## src/shared/pfc_pkg.sv

```systemverilog
package pfc_pkg;

  // ----------------------------------------------------------------
  // Bus geometry
  // ----------------------------------------------------------------
  localparam int ADDR_W = 24;
  localparam int DATA_W = 16;
  localparam int BYTE_W = 8;
  localparam int DUAL_BIT = 1;
  localparam int SYNC_STAGES = 2;
  localparam int TIMER_W = 16;

  // ----------------------------------------------------------------
  // Timing, in nanoseconds and in cycles of ref_clk
  // ----------------------------------------------------------------
  localparam int CLK_MHZ = 20;
  localparam int T_RST_PULSE_NS = 1000;
  localparam int T_RST_RECOVER_NS = 1000;
  localparam int T_READ_ACCESS_NS = 110;
  localparam int T_WRITE_PULSE_NS = 100;

  // Least times round up to whole cycles and never fall below one.
  function automatic int cyc_min(input int ns);
    int c;
    c = (ns * CLK_MHZ + 999) / 1000;
    return (c < 1) ? 1 : c;
  endfunction

  localparam int RST_PULSE_CYC = cyc_min(T_RST_PULSE_NS);
  localparam int RST_RECOVER_CYC = cyc_min(T_RST_RECOVER_NS);
  localparam int READ_CYC = cyc_min(T_READ_ACCESS_NS) + SYNC_STAGES;
  localparam int WRITE_CYC = cyc_min(T_WRITE_PULSE_NS);

  // ----------------------------------------------------------------
  // Reset values and addresses
  // ----------------------------------------------------------------
  localparam logic [ADDR_W-1:0] CFG_START_ADDR = 24'h000000;
  localparam logic [DATA_W-1:0] DATA_ALL_ONES = 16'hFFFF;
  localparam logic [DATA_W-1:0] DATA_ZERO = 16'h0000;

  // ----------------------------------------------------------------
  // Configuration schemes, as strapped on the scheme select pins
  // ----------------------------------------------------------------
  typedef enum logic [1:0] {
    ACTIVE_SERIAL_SCHEME = 2'h0,
    PASSIVE_SERIAL_SCHEME = 2'h1,
    FAST_PASSIVE_PARALLEL_SCHEME = 2'h2,
    ACTIVE_PARALLEL_SCHEME = 2'h3
  } pfc_scheme_t;

endpackage

```

## src/design/pfc_sync.sv

```systemverilog
`timescale 1ns/1ps

module pfc_sync #(
  parameter int WIDTH = 1
) (
  // Clock and reset
  input wire logic clk,
  input wire logic rst,
  // Data
  input wire logic [WIDTH-1:0] asyncIn,
  output logic [WIDTH-1:0] syncOut
);

  logic [WIDTH-1:0] meta_q;

  // Two stages; only the second stage reads the first.
  always_ff @(posedge clk or posedge rst) begin
    if (rst) begin
      meta_q <= '0;
      syncOut <= '0;
    end else begin
      meta_q <= asyncIn;
      syncOut <= meta_q;
    end
  end

endmodule

```

## src/design/pfc_loader.sv

```systemverilog
`timescale 1ns/1ps

module pfc_loader
  import pfc_pkg::*;
#(
  parameter int IMAGE_WORDS = 4096
) (
  // Clock and reset
  input wire logic ref_clk,
  input wire logic rst,
  // Scheme straps and status pins
  input wire logic [1:0] schemeSel,
  input wire logic wordWide,
  input wire logic extCfgDone,
  // Configuration stream
  output logic [DATA_W-1:0] cfgData,
  output logic cfgValid,
  output logic configDone,
  // User-mode access
  input wire logic userReq,
  input wire logic userWrite,
  input wire logic [ADDR_W-1:0] userAddr,
  input wire logic [DATA_W-1:0] userWdata,
  input wire logic [DATA_W-1:0] userPinOut,
  input wire logic [DATA_W-1:0] userPinOeN,
  output logic userAck,
  output logic [DATA_W-1:0] userRdata,
  // Flash control pins
  output logic [ADDR_W-1:0] flash_address_bus,
  output logic flash_reset_out_n,
  output logic flash_address_valid_n,
  output logic flash_output_enable_n,
  output logic flash_write_enable_n,
  output logic flash_chip_select_out,
  // Flash data pins
  input wire logic [DATA_W-1:0] flashDataIn,
  output logic [DATA_W-1:0] flashDataOut,
  output logic [DATA_W-1:0] flashDataOeN,
  input wire logic serial_data_out_dual_i,
  output logic serial_data_out_dual_o,
  output logic serial_data_out_dual_oe_n
);

  // The image length must fit the word address space.
  if (IMAGE_WORDS < 1 || IMAGE_WORDS > (1 << ADDR_W)) begin : g_bad_image_words
    $error("pfc_loader: IMAGE_WORDS out of range");
  end

  // ----------------------------------------------------------------
  // Input synchronisers
  // ----------------------------------------------------------------
  localparam int SYNC_W = DATA_W + 4;

  logic [DATA_W-1:0] rawData;
  logic [SYNC_W-1:0] syncBus;
  logic [DATA_W-1:0] dataSync;
  logic [1:0] schemeSync;
  logic wordWideSync;
  logic extDoneSync;

  pfc_sync #(.WIDTH(SYNC_W)) u_sync (
    .clk(ref_clk),
    .rst(rst),
    .asyncIn({rawData, schemeSel, wordWide, extCfgDone}),
    .syncOut(syncBus)
  );

  assign dataSync = syncBus[SYNC_W-1:4];
  assign schemeSync = syncBus[3:2];
  assign wordWideSync = syncBus[1];
  assign extDoneSync = syncBus[0];

  // ----------------------------------------------------------------
  // Sequencer
  // ----------------------------------------------------------------
  typedef enum logic [3:0] {
    ST_STRAP, ST_RST_LOW, ST_RST_WAIT, ST_WAIT_EXT, ST_ADDR, ST_LATCH,
    ST_READ, ST_WR_DATA, ST_WR_PULSE, ST_RELEASE, ST_USER
  } pfc_state_t;

  pfc_state_t state_q, state_d;
  pfc_scheme_t scheme_q, scheme_d;
  logic wide_q, wide_d;
  logic [TIMER_W-1:0] cnt_q, cnt_d;
  logic [ADDR_W-1:0] words_q, words_d;
  logic isWrite_q, isWrite_d;
  logic [ADDR_W-1:0] addr_q, addr_d;
  logic rstN_q, rstN_d;
  logic avdN_q, avdN_d;
  logic oeN_q, oeN_d;
  logic weN_q, weN_d;
  logic ceN_q, ceN_d;
  logic [DATA_W-1:0] dOut_q, dOut_d;
  logic [DATA_W-1:0] dOeN_q, dOeN_d;
  logic dualOut_q, dualOut_d;
  logic dualOeN_q, dualOeN_d;
  logic [DATA_W-1:0] cfgData_q, cfgData_d;
  logic cfgValid_q, cfgValid_d;
  logic done_q, done_d;
  logic ack_q, ack_d;
  logic [DATA_W-1:0] rdata_q, rdata_d;
  logic dualIsData;
  logic [DATA_W-1:0] sample;

  // The dual serial pin stands in for data line 1 in both parallel schemes.
  assign dualIsData = (scheme_q == ACTIVE_PARALLEL_SCHEME) ||
                      (scheme_q == FAST_PASSIVE_PARALLEL_SCHEME);
  assign rawData = {flashDataIn[DATA_W-1:DUAL_BIT+1],
                    dualIsData ? serial_data_out_dual_i : flashDataIn[DUAL_BIT],
                    flashDataIn[DUAL_BIT-1:0]};
  // Byte-wide images carry only lines 7 to 0; the upper byte reads as zero.
  assign sample = wide_q ? dataSync : {DATA_ZERO[DATA_W-1:BYTE_W], dataSync[BYTE_W-1:0]};

  always_comb begin
    state_d = state_q;
    scheme_d = scheme_q;
    wide_d = wide_q;
    cnt_d = cnt_q;
    words_d = words_q;
    isWrite_d = isWrite_q;
    addr_d = addr_q;
    rstN_d = rstN_q;
    avdN_d = avdN_q;
    oeN_d = oeN_q;
    weN_d = weN_q;
    ceN_d = ceN_q;
    dOut_d = dOut_q;
    dOeN_d = dOeN_q;
    dualOut_d = dualOut_q;
    dualOeN_d = dualOeN_q;
    cfgData_d = cfgData_q;
    cfgValid_d = 1'b0;
    done_d = done_q;
    ack_d = 1'b0;
    rdata_d = rdata_q;
    unique case (state_q)
      ST_STRAP: begin
        // Wait for the strap synchronisers to fill, then latch the scheme.
        cnt_d = cnt_q + 1'b1;
        if (cnt_q == TIMER_W'(SYNC_STAGES)) begin
          scheme_d = pfc_scheme_t'(schemeSync);
          wide_d = wordWideSync;
          cnt_d = '0;
          if (pfc_scheme_t'(schemeSync) == ACTIVE_PARALLEL_SCHEME) begin
            rstN_d = 1'b0;
            state_d = ST_RST_LOW;
          end else begin
            state_d = ST_WAIT_EXT;
          end
        end
      end
      ST_RST_LOW: begin
        cnt_d = cnt_q + 1'b1;
        if (cnt_q == TIMER_W'(RST_PULSE_CYC - 1)) begin
          rstN_d = 1'b1;
          cnt_d = '0;
          state_d = ST_RST_WAIT;
        end
      end
      ST_RST_WAIT: begin
        cnt_d = cnt_q + 1'b1;
        if (cnt_q == TIMER_W'(RST_RECOVER_CYC - 1)) begin
          cnt_d = '0;
          addr_d = CFG_START_ADDR;
          words_d = '0;
          isWrite_d = 1'b0;
          ceN_d = 1'b0;
          avdN_d = 1'b0;
          state_d = ST_ADDR;
        end
      end
      ST_WAIT_EXT: begin
        // Other schemes load elsewhere; all data lines float meanwhile.
        dOeN_d = DATA_ALL_ONES;
        dualOeN_d = 1'b1;
        if (extDoneSync) begin
          state_d = ST_USER;
        end
      end
      ST_ADDR: begin
        // Address and address-valid have stood one cycle with chip enable.
        avdN_d = 1'b1;
        state_d = ST_LATCH;
        if (isWrite_q) begin
          weN_d = 1'b0;
          state_d = ST_WR_PULSE;
        end
      end
      ST_LATCH: begin
        oeN_d = 1'b0;
        cnt_d = '0;
        state_d = ST_READ;
      end
      ST_READ: begin
        cnt_d = cnt_q + 1'b1;
        if (cnt_q == TIMER_W'(READ_CYC - 1)) begin
          oeN_d = 1'b1;
          ceN_d = 1'b1;
          cnt_d = '0;
          state_d = ST_RELEASE;
          if (done_q) begin
            rdata_d = dataSync;
          end else begin
            cfgData_d = sample;
            cfgValid_d = 1'b1;
            words_d = words_q + 1'b1;
          end
        end
      end
      ST_WR_DATA: begin
        ceN_d = 1'b0;
        avdN_d = 1'b0;
        state_d = ST_ADDR;
      end
      ST_WR_PULSE: begin
        cnt_d = cnt_q + 1'b1;
        if (cnt_q == TIMER_W'(WRITE_CYC - 1)) begin
          weN_d = 1'b1;
          ceN_d = 1'b1;
          cnt_d = '0;
          state_d = ST_RELEASE;
        end
      end
      ST_RELEASE: begin
        // Data stays driven two cycles past write-enable for hold time.
        if (done_q) begin
          ack_d = 1'b1;
          state_d = ST_USER;
        end else if (words_q == ADDR_W'(IMAGE_WORDS)) begin
          done_d = 1'b1;
          state_d = ST_USER;
        end else begin
          addr_d = addr_q + 1'b1;
          ceN_d = 1'b0;
          avdN_d = 1'b0;
          state_d = ST_ADDR;
        end
      end
      ST_USER: begin
        done_d = 1'b1;
        // Pins return to user logic between flash accesses.
        dOut_d = userPinOut;
        dOeN_d = userPinOeN;
        dualOeN_d = 1'b1;
        if (userReq && scheme_q == ACTIVE_PARALLEL_SCHEME) begin
          addr_d = userAddr;
          isWrite_d = userWrite;
          if (userWrite) begin
            dOut_d = userWdata;
            dOeN_d = wide_q ? DATA_ZERO : {DATA_ALL_ONES[DATA_W-1:BYTE_W], DATA_ZERO[BYTE_W-1:0]};
            dOeN_d[DUAL_BIT] = 1'b1;
            dualOut_d = userWdata[DUAL_BIT];
            dualOeN_d = 1'b0;
            state_d = ST_WR_DATA;
          end else begin
            dOeN_d = DATA_ALL_ONES;
            ceN_d = 1'b0;
            avdN_d = 1'b0;
            state_d = ST_ADDR;
          end
        end else if (userReq) begin
          ack_d = 1'b1;
        end
      end
    endcase
  end

  always_ff @(posedge ref_clk or posedge rst) begin
    if (rst) begin
      state_q <= ST_STRAP;
      scheme_q <= ACTIVE_SERIAL_SCHEME;
      wide_q <= 1'b0;
      cnt_q <= '0;
      words_q <= '0;
      isWrite_q <= 1'b0;
      addr_q <= CFG_START_ADDR;
      rstN_q <= 1'b1;
      avdN_q <= 1'b1;
      oeN_q <= 1'b1;
      weN_q <= 1'b1;
      ceN_q <= 1'b1;
      dOut_q <= DATA_ZERO;
      dOeN_q <= DATA_ALL_ONES;
      dualOut_q <= 1'b0;
      dualOeN_q <= 1'b1;
      cfgData_q <= DATA_ZERO;
      cfgValid_q <= 1'b0;
      done_q <= 1'b0;
      ack_q <= 1'b0;
      rdata_q <= DATA_ZERO;
    end else begin
      state_q <= state_d;
      scheme_q <= scheme_d;
      wide_q <= wide_d;
      cnt_q <= cnt_d;
      words_q <= words_d;
      isWrite_q <= isWrite_d;
      addr_q <= addr_d;
      rstN_q <= rstN_d;
      avdN_q <= avdN_d;
      oeN_q <= oeN_d;
      weN_q <= weN_d;
      ceN_q <= ceN_d;
      dOut_q <= dOut_d;
      dOeN_q <= dOeN_d;
      dualOut_q <= dualOut_d;
      dualOeN_q <= dualOeN_d;
      cfgData_q <= cfgData_d;
      cfgValid_q <= cfgValid_d;
      done_q <= done_d;
      ack_q <= ack_d;
      rdata_q <= rdata_d;
    end
  end

  // ----------------------------------------------------------------
  // Outputs
  // ----------------------------------------------------------------
  assign flash_address_bus = addr_q;
  assign flash_reset_out_n = rstN_q;
  assign flash_address_valid_n = avdN_q;
  assign flash_output_enable_n = oeN_q;
  assign flash_write_enable_n = weN_q;
  assign flash_chip_select_out = ceN_q;
  assign flashDataOut = dOut_q;
  assign flashDataOeN = dOeN_q;
  assign serial_data_out_dual_o = dualOut_q;
  assign serial_data_out_dual_oe_n = dualOeN_q;
  assign cfgData = cfgData_q;
  assign cfgValid = cfgValid_q;
  assign configDone = done_q;
  assign userAck = ack_q;
  assign userRdata = rdata_q;

endmodule

```

## config.mk

```make
export PLATFORM = sky130hd
export DESIGN_NAME = pfc_loader
export DESIGN_NICKNAME = d
export VERILOG_FILES = /design/src/shared/pfc_pkg.sv /design/src/design/pfc_sync.sv /design/src/design/pfc_loader.sv
export SDC_FILE = /design/constraint.sdc
export NUM_CORES = 1
export LEC_CHECK = 0
export BUFFER_PORTS_ARGS = -buffer_cell sky130_fd_sc_hd__buf_2
export CAP_MARGIN = 20
export CORE_UTILIZATION = 27
export CTS_CLUSTER_SIZE = 20
export DETAILED_ROUTE_END_ITERATION = 8
export GPL_TIMING_DRIVEN = 0
export PLACE_DENSITY_LB_ADDON = 0.05
export SLEW_MARGIN = 40
export SYNTH_ARGS = -nofsm -noshare
export SYNTH_HDL_FRONTEND = slang
export SYNTH_HIERARCHICAL = 1
export SYNTH_SLANG_ARGS = --single-unit
export TNS_END_PERCENT = 1
```

## constraint.sdc

```tcl
create_clock -name ref_clk -period 5.8 [get_ports ref_clk]
set_clock_uncertainty 0.15 [all_clocks]
set_input_delay 0.58 -clock ref_clk [delete_from_list [all_inputs] [get_ports ref_clk]]
set_output_delay 0.58 -clock ref_clk [all_outputs]
set_load 0.01 [all_outputs]
```

* After elaboration in Yosys (flattened, before gate mapping)
Cells that the tools add are included.
Word-level totals: output and inout port bits 98, word-level logic and storage cells 151, bits in registers 186, bits of input ports 97
Cells by class: reduce and logical (&&, ||, !) cells 28, equal/unequal tests 31, multiplexer cells 65, $add $sub $neg 3, bitwise gates (word level) 1
Operators with widths (count):
- $mux W16 | 10
- $mux W24 | 6
- $pmux W16 S5 | 1
- $pmux W24 S3 | 1
- $add A24 B1 Y24 const B | 2
- $pmux W24 S2 | 1
- $pmux W4 S11 | 1
- $mux W4 | 10
- $pmux W16 S2 | 1
- $eq A24 B13 Y1 const B | 1
- $ne A2 B2 Y1 const B | 12
- $mux W1 | 23
- $add A16 B1 Y16 const B | 1
- $eq A16 B1 Y1 const B | 1
- $eq A16 B2 Y1 const B | 1
- $eq A16 B3 Y1 const B | 1
- $eq A16 B5 Y1 const B | 1
- $eq A4 B3 Y1 const B | 4
- $reduce_and A3 Y1 | 5
- $pmux W1 S2 | 7
- $reduce_bool A2 Y1 | 7
- $eq A4 B4 Y1 const B | 3
- $reduce_bool A5 Y1 | 2
- $eq A4 B2 Y1 const B | 2
- other kinds (19) | 24

* Depth between registers and ports, before layout
Gate-level depths: netlist (run 1).
depth after elaboration 4, gate-level depth with buffers 10, depth with buffers taken out 9

* By module
Netlist (run 1), hierarchy kept.
Modules (own cells, without submodules):
- pfc_loader | area an instance 7511.0 µm², times used 1, seq. area each 3681.0 µm², cells each 819
- pfc_sync | area an instance 1004.7 µm², times used 1, seq. area each 1001.0 µm², cells each 41

* Worst setup path before layout (run 1)
Ideal clock, no wire load.
kind register to register, start reg cnt_q[0], end reg words_q[17], stages on the path, launching flop included 9, data arrival time 1.918 ns, period minus slack after synthesis 2.200 ns, data required time 5.518 ns, buffers on the path 1, path slack 3.600 ns, path through dfrtp_1 ha_1 nor4bb_1 and4_1 o221ai_2 buf_6 nor4_1 xnor2_1 nor2_1
Between the ends: word-level cells in the longest chain between the ends 3, elaborated cells between the ends (all ways) 5
Ends and longest elaborated chain:
- from (decl) | line pfc_loader.sv:84 | logic [TIMER_W-1:0] cnt_q, cnt_d;
- from (signal assigned) | line pfc_loader.sv:295 | cnt_q <= cnt_d;
- $eq A16 B3 Y1 / $eq A16 B5 Y1 (equally long branches) | line pfc_loader.sv:196, pfc_loader.sv:162
- $ne A2 B2 Y1 (no line)
- $reduce_and A4 Y1 (no line) *
- to (signal assigned) | line pfc_loader.sv:296 | words_q <= words_d;
- to (decl) | line pfc_loader.sv:85 | logic [ADDR_W-1:0] words_q, words_d;
Every way passes the cells marked *; elsewhere a longest branch is shown, timed or not. A chain may end at the register's enable or synchronous reset.

* Worst setup path after layout (run 1)
start reg cnt_q[0], end reg addr_q[14] (netlist: flash_address_bus[14])
Between the ends: word-level cells in the longest chain between the ends 3
Ends and longest elaborated chain:
- $eq A16 B5 Y1 | line pfc_loader.sv:162 | if (cnt_q == TIMER_W'(RST_RECOVER_CYC - 1)) begin
- $ne A2 B2 Y1 (no line)
- $reduce_and A5 Y1 (no line)
- to (signal assigned) | line pfc_loader.sv:298 | addr_q <= addr_d;
- to (decl) | line pfc_loader.sv:87 | logic [ADDR_W-1:0] addr_q, addr_d;
Every way passes these cells.

==> impl_metrics.ini, run 1 <==
[outcome]
status = complete, but fails checks
violations = design-rule violations

[die]
core_mm2 = 0.03083
placementRows = 64
initial_core_util = 0.2762
dieArea_mm2 = 0.03225
fp.dieW_um = 179.6
die-height_um = 179.6
io_pins = 195

[drt]
drt_first_pass_iters = 7
antenna_left = 0
vias = 7209
avgRoutedWirePerCell_um = 17.60
drc = 24
drt-total-wl_mm = 26.22
avgViaCountPerCell = 4.838
drt_iter0_drc = 530

[timing]
hold_viol = 0
worst_pin_slew_ns = 0.8268
fmax_mhz = 345.4
setup_viol = 0
final.setup.tns_ns = 0
period_minus_slack_ns = 2.895
slew_violations = 0
rsz0062_at_grt = no
fin_ws_ns = 2.905
worst_hold_slack_ns = 0.08324
layout_worst_path_cycle_share = 0.4991
relSlewSlack = 0.4467

[clock_network]
cts_tree = done
clk_pin_slew_ns = 0.08
insertion_delay_ns = 0.45
cts_buffer_depth = 2
cts_sinks = 186
htreeDepth = 4
post_cts_buffers = 0
clockRootBuffer = clkbuf_16
numCtsBuffers = 17

[setup_path]
crit_start = cnt_q[0]
cp.required_ns = 5.94
crit_top_cell = o21ai_0
cp_slowest_cell = dfrtp_1
worst-r2r-setup-slack_ns = 2.91
cp_max_fo = 10
crit_type = flip-flop to flip-flop
endpoint_kind = flip-flop
critPathLaunchType = flip-flop
crit_end = flash_address_bus[14]
worstRegToRegCells = 8
critPathArrivalTime_ns = 3.04
crit_chain = ha_1 -> nor4bb_1 -> nand4_1 -> nand2_1 -> o2111ai_2 -> clkbuf_1 -> o21ai_0 -> o21ai_0
reg2reg_to = flash_address_bus[14]
cpPeakStageDelay_ns = 0.46
reg2reg_from = cnt_q[0]

[final_layout]
syn_to_final_growth_pct = 25.64
num-fill-cells = 3178
layout.cells.non_filler = 1490
final_area_mm2 = 0.01070
utilization = 0.3470
nNetsFinal = 1181
drive_gt1_frac = 0.2826

[synth]
synth-edff-count = 0
synthDistinctLibCells = 69
async_flop_share = 1.000
synthesis.area_per_instance_um2 = 9.902
yosysSeqAreaShare = 0.5498
synth_seq_cells = 186
yosysWarningCount = 6
synth_area_mm2 = 0.008516
synth_fp_nets = 964
ys.flop_type = dfrtp_1
synthesis.instances = 860

[pwr]
leakage_nw = 4.923
powerDensity_mw_per_mm2 = 241.8
p_total_mw = 2.587
ir_drop_v = 0.0001775

[placed_design]
place_inst = 1453
placed_area_mm2 = 0.01008
dp_hpwl_mm = 19.08
portBuffers = 194
dp_slack_ns = 2.881
place_congestion = 0.8049

[global_route]
grt_usage = 0.1670
grt_pass1_wl_mm = 41.96
gr-total-overflow = 0
grt_pass1_vias = 7127
grt_max_degree = 59
antenna_found_initial = 5

[flow_run]
cap_violations = 0

[hold_path]
hp-class = primary input to flip-flop
==> state kept, by name (all words and copies together) (netlist names), 2 cells and up <==
signal             cells
flash_address_bus     24
words_q               24
u_sync/meta_q         20
u_sync/syncOut        20
cfgData               16
cnt_q                 16
flashDataOeN          16
flashDataOut          16
userRdata             16
state_q                4
scheme_q               2
==> cells in the mapped netlist (3+ instances only) <==
cell | instances | area share
and4_1 | 4 | 0.0041
nor2_1 | 89 | 0.039
mux2_2 | 22 | 0.029
xor2_1 | 7 | 0.0072
xnor2_1 | 11 | 0.011
dfrtp_1 | 164 | 0.48
nand3_1 | 34 | 0.020
buf_1 | 4 | 0.0018
dfstp_2 | 22 | 0.068
a21oi_1 | 56 | 0.033
buf_2 | 10 | 0.0059
nor3_1 | 28 | 0.016
nand2b_1 | 5 | 0.0037
nand2_1 | 116 | 0.051
o2bb2ai_1 | 8 | 0.0082
o31ai_1 | 7 | 0.0062
or3_1 | 4 | 0.0029
and2_1 | 3 | 0.0022
o21ai_0 | 62 | 0.036
a31oi_1 | 16 | 0.012
nor4_1 | 16 | 0.012
mux2i_1 | 19 | 0.022
o21ai_1 | 4 | 0.0024
nor4b_1 | 3 | 0.0031
a22oi_1 | 5 | 0.0044
o21a_1 | 3 | 0.0026
and3_1 | 9 | 0.0066
inv_1 | 18 | 0.0079
nand4_1 | 18 | 0.013
a22o_1 | 4 | 0.0041
a32oi_1 | 6 | 0.0062
or2_2 | 3 | 0.0022
clkbuf_1 | 28 | 0.012
ha_1 | 7 | 0.010
==> worst min-delay path by stage <==
stage	from	endpoint	slack, ns	cells after the start
after floorplan	u_sync/meta_q[0]	u_sync/syncOut[0]	0.18	0
after global placement	u_sync/meta_q[15]	u_sync/syncOut[15]	0.18	0
after detailed placement	u_sync/meta_q[12]	u_sync/syncOut[12]	0.18	0
after CTS	schemeSel[1]	u_sync/meta_q[3]	0.05	1
after global routing	flashDataIn[4]	u_sync/meta_q[8]	0.06	1
final	schemeSel[1]	u_sync/meta_q[3]	0.08	1
==> cell usage in the layout, fill, tap and decap left out, drive strengths merged, types with 5 or more instances in the layout <==
cell / count
clkbuf: 47
nand3: 34
and3: 9
nor3: 28
a21oi: 56
clkinv: 5
dfstp: 22
nand2b: 5
o2bb2ai: 8
a31oi: 16
a32oi: 6
nand4: 18
inv: 27
mux2i: 19
buf: 214
mux2: 22
nor4: 19
xnor2: 11
ha: 7
nand2: 116
a22oi: 5
o31ai: 7
nor2: 89
dfrtp: 164
o21ai: 67
xor2: 7
==> power breakdown <==
group	switching [mW]	leakage [nW]	internal (mW)	total, mW
clock	0.583	0.282	0.587	1.17
combinational	0.0518	2.35	0.0393	0.0912
sequential	0.00773	2.29	1.32	1.33
==> area by class of cell <==
cell class / instances / area [um2] / area share
sequential: 186 / 4682 / 0.4376
multi-input combinational: 608 / 3568 / 0.3335
timing repair buffer: 198 / 1064 / 0.09940
tap: 396 / 495.5 / 0.04631
clock buffer: 18 / 439.2 / 0.04105
buffer: 46 / 205.2 / 0.01918
clock inverter: 14 / 150.1 / 0.01403
inverter: 20 / 85.08 / 0.007952
antenna: 4 / 10.01 / 0.0009356
==> per-layer routing <==
| metal | track usage | vias to the layer above | share of wire |
|---|---|---|---|
| li1 | - | 3505 | - |
| met1 | 0.2225 | 3493 | 0.46 |
| met2 | 0.2666 | 189 | 0.48 |
| met3 | 0.04295 | 20 | 0.053 |
| met4 | 0.04931 | 2 | 0.011 |
| met5 | 0 | - | 0.00050 |
==> critical path: cells and delay by family, from the launching register on <==
| kind | cells | cell delay, ns |
|---|---|---|
| flip-flops | 1 | 0.46 |
| AND/OR/NAND/NOR | 3 | 0.91 |
| AO/OA/AOI/OAI | 3 | 0.64 |
| buffers and inverters | 1 | 0.34 |
| adder cells (fa/ha/maj) | 1 | 0.25 |
==> kinds of logic (layout without fill, tap and decap cells) <==
family	Yosys count	count (layout)	synth area share
XOR/XNOR	18	18	0.01851
AND/OR/NAND/NOR	347	347	0.1954
adder cells (fa/ha/maj)	7	7	0.01028
AO/OA/AOI/OAI	195	195	0.1416
flip-flops	186	186	0.5498
multiplexers	41	41	0.05143
buffers and inverters	66	296	0.03291
other	0	4	0
==> what timing repair did <==
action	CTS	global route
endpoints found under the hold margin	2	0
resized for setup	0	0
hold buffers	1	0
Power figures use the tool's default switching activity.
==> run 2: changes to the inputs <==
--- a/config.mk
+++ b/config.mk
@@ -5,6 +5,7 @@
 export SDC_FILE = /design/constraint.sdc
 export NUM_CORES = 1
 export LEC_CHECK = 0
+export ABC_AREA = 1
 export BUFFER_PORTS_ARGS = -buffer_cell sky130_fd_sc_hd__buf_2
 export CAP_MARGIN = 20
 export CORE_UTILIZATION = 27
==> constraint.sdc (replaced) <==
create_clock -name ref_clk -period 3 [get_ports ref_clk]
set_clock_uncertainty 0.15 [all_clocks]
set_input_delay 0.3 -clock ref_clk [delete_from_list [all_inputs] [get_ports ref_clk]]
set_output_delay 0.3 -clock ref_clk [all_outputs]
set_load 0.01 [all_outputs]
==> impl_metrics.ini, run 2 <==
[synth]
synthesis.area_per_instance_um2 = 7.643
synth_seq_cells = 186
synth_fp_nets = 1352
synth_common_cells = nand2_1 (450), dfrtp_1 (164), nor2_1 (130), inv_1 (116), nand3_1 (102)
synth_area_leaders = dfrtp_1 (43%), nand2_1 (18%), dfstp_2 (6.1%), nand3_1 (5.4%), nor2_1 (5.1%)
synth-edff-count = 0
ys.flop_type = dfrtp_1
yosysWarningCount = 6
yosysSeqAreaShare = 0.4909
netlist.area_leader.share = 0.4303
async_flop_share = 1.000
synth_area_mm2 = 0.009538
synth.most_common_cell = nand2_1
yosysTopAreaCell = dfrtp_1
synthDistinctLibCells = 38
synthesis.instances = 1248

[flow_run]
cap_violations = 0

[pwr]
power_frac_comb = 0.362
seq_power_share = 0.374
ir_drop_v = 0.0004863
sw_frac_of_total = 0.3857
p_switching_mw = 3.480
leakage_nw = 6.199
clock_power_share = 0.264
p_total_mw = 9.024
powerDensity_mw_per_mm2 = 713.8
intPower_mw = 5.543

[final_layout]
utilization = 0.3650
final_cell_mix = nand2_1 (450), buf_2 (212), dfrtp_1 (164)
layout_commonest_cell = nand2_1
layout.cells.non_filler = 2016
drive_gt1_frac = 0.2077
nNetsFinal = 1651
syn_to_final_growth_pct = 32.53

[clock_network]
cts_buffer_depth = 2
numCtsBuffers = 17
clockRootBuffer = clkbuf_16
cts_tree = done
htreeDepth = 4
insertion_delay_ns = 0.45
clk_pin_slew_ns = 0.07
cts_resized = 0
cts_sinks = 186

[drt]
drc = 0
vias = 8878
antenna_left = 0
avgViaCountPerCell = 4.404
drt_iter0_drc = 406
drt-total-wl_mm = 29.84
drt_first_pass_iters = 5
avgRoutedWirePerCell_um = 14.80

[timing]
hold_viol = 0
rsz0062_at_grt = no
final.setup.tns_ns = 0
period_minus_slack_ns = 2.707
relSlewSlack = 0.4836
worst_pin_slew_ns = 0.7687
fin_ws_ns = 0.2926
fmax_mhz = 369.4
slew_violations = 0
layout_worst_path_cycle_share = 0.9025
setup_viol = 0

[placed_design]
place_congestion = 0.8448
portBuffers = 194
dp_slack_ns = 0.7036
place_inst = 1904
dp_hpwl_mm = 22.29

[die]
initial_core_util = 0.2754
fp.dieW_um = 190.0
dieArea_mm2 = 0.03608
placementRows = 68
core_mm2 = 0.03463
io_pins = 195
die-height_um = 190.0

[setup_path]
critPathArrivalTime_ns = 2.94
cp.required_ns = 3.23
cpPeakStageDelay_ns = 0.58
crit_chain = inv_1 -> nand2_1 -> nor2_1 -> buf_2 -> nand2_1 -> inv_2 -> buf_2 -> nand2_1 -> o211ai_1 -> dlygate4sd3_1
crit_type = flip-flop to flip-flop
cp_slowest_cell = dlygate4sd3_1
endpoint_kind = flip-flop
crit_top_cell = nand2_1
cp_max_fo = 10
critPathLaunchType = flip-flop

[outcome]
status = completed

[global_route]
gr-total-overflow = 0
antenna_found_initial = 1
grt_usage = 0.1716
grt_pass1_wl_mm = 48.36
grt_max_degree = 41
grt_pass1_vias = 8853

[hold_path]
hp-class = primary input to flip-flop
run 2: path summary, 6_finish.rpt:
check / start / end / slack [ns] / cells after the start
min in group asynchronous: rst / cfgData[2] / 0.26 / 3
max in group asynchronous: rst / serial_data_out_dual_oe_n / 1.53 / 6
hold reg to reg: u_sync/meta_q[10] / u_sync/syncOut[10] / 0.20 / 0
setup reg to reg: state_q[2] / flashDataOut[3] / 0.29 / 10
setup / recovery: state_q[2] / flashDataOut[3] / 0.29 / 10
hold / removal: userAddr[14] / flash_address_bus[14] / 0.02 / 5
run 2: stage by stage:
stage | area [um2] | hold WS [ns]
after floorplan | 9542 | 0.1812
after global placement | 11080 | 0.1825
after detailed placement | 11240 | 0.1847
after CTS | 12640 | 0.0009691
after global routing | 12640 | 0.03098
final | 12640 | 0.01591
run 2: layer usage:
metal / global-route usage / part of all wire
met4: 0.05428 / 0.016
met5: 0 / 0
met3: 0.03413 / 0.043
met2: 0.2646 / 0.44
met1: 0.2396 / 0.50
run 2: worst max-delay path: cells and delay by family (launching register included):
family	cells	cell delay, ns
flip-flops	1	0.41
AND/OR/NAND/NOR	4	0.59
buffers and inverters	5	1.40
AO/OA/AOI/OAI	1	0.11
run 2: final cells by class:
class	instances	area, um2
clock inverters	14	178.9
repair buffers	280	1917
flip-flops and latches	186	4682
multi-input cells	901	4158
plain buffers	35	225.2
inverters	126	479.2
diodes	1	2.502
fillers	3697	21990
clock buffers	18	429.2
well taps	455	569.3
run 2: what timing repair did:
| item | in CTS | in global routing |
|---|---|---|
| hold buffers | 79 | 0 |
| endpoints found under the hold margin | 131 | 0 |
| buffers inserted | 0 | 0 |
run 2: logic make-up after synthesis:
family	synth area share
AOI/OAI and AO/OA	0.08002
xor gates and xnor gates	0.01928
adders and majority gates	0.009182
buffers and inverters	0.07320
DFF	0.4909
and+or+nand+nor	0.3274
run 2: power by group through the flow:
stage               logic (mW)  clock network (mW)  registers [mW]
detailed placement        3.09                   0            3.42
global placement          3.08                   0            3.43
global route              3.68                2.57            3.45
floorplan                 1.81                   0            3.52
finish                    3.26                2.38            3.38
CTS                       3.33                2.48            3.38
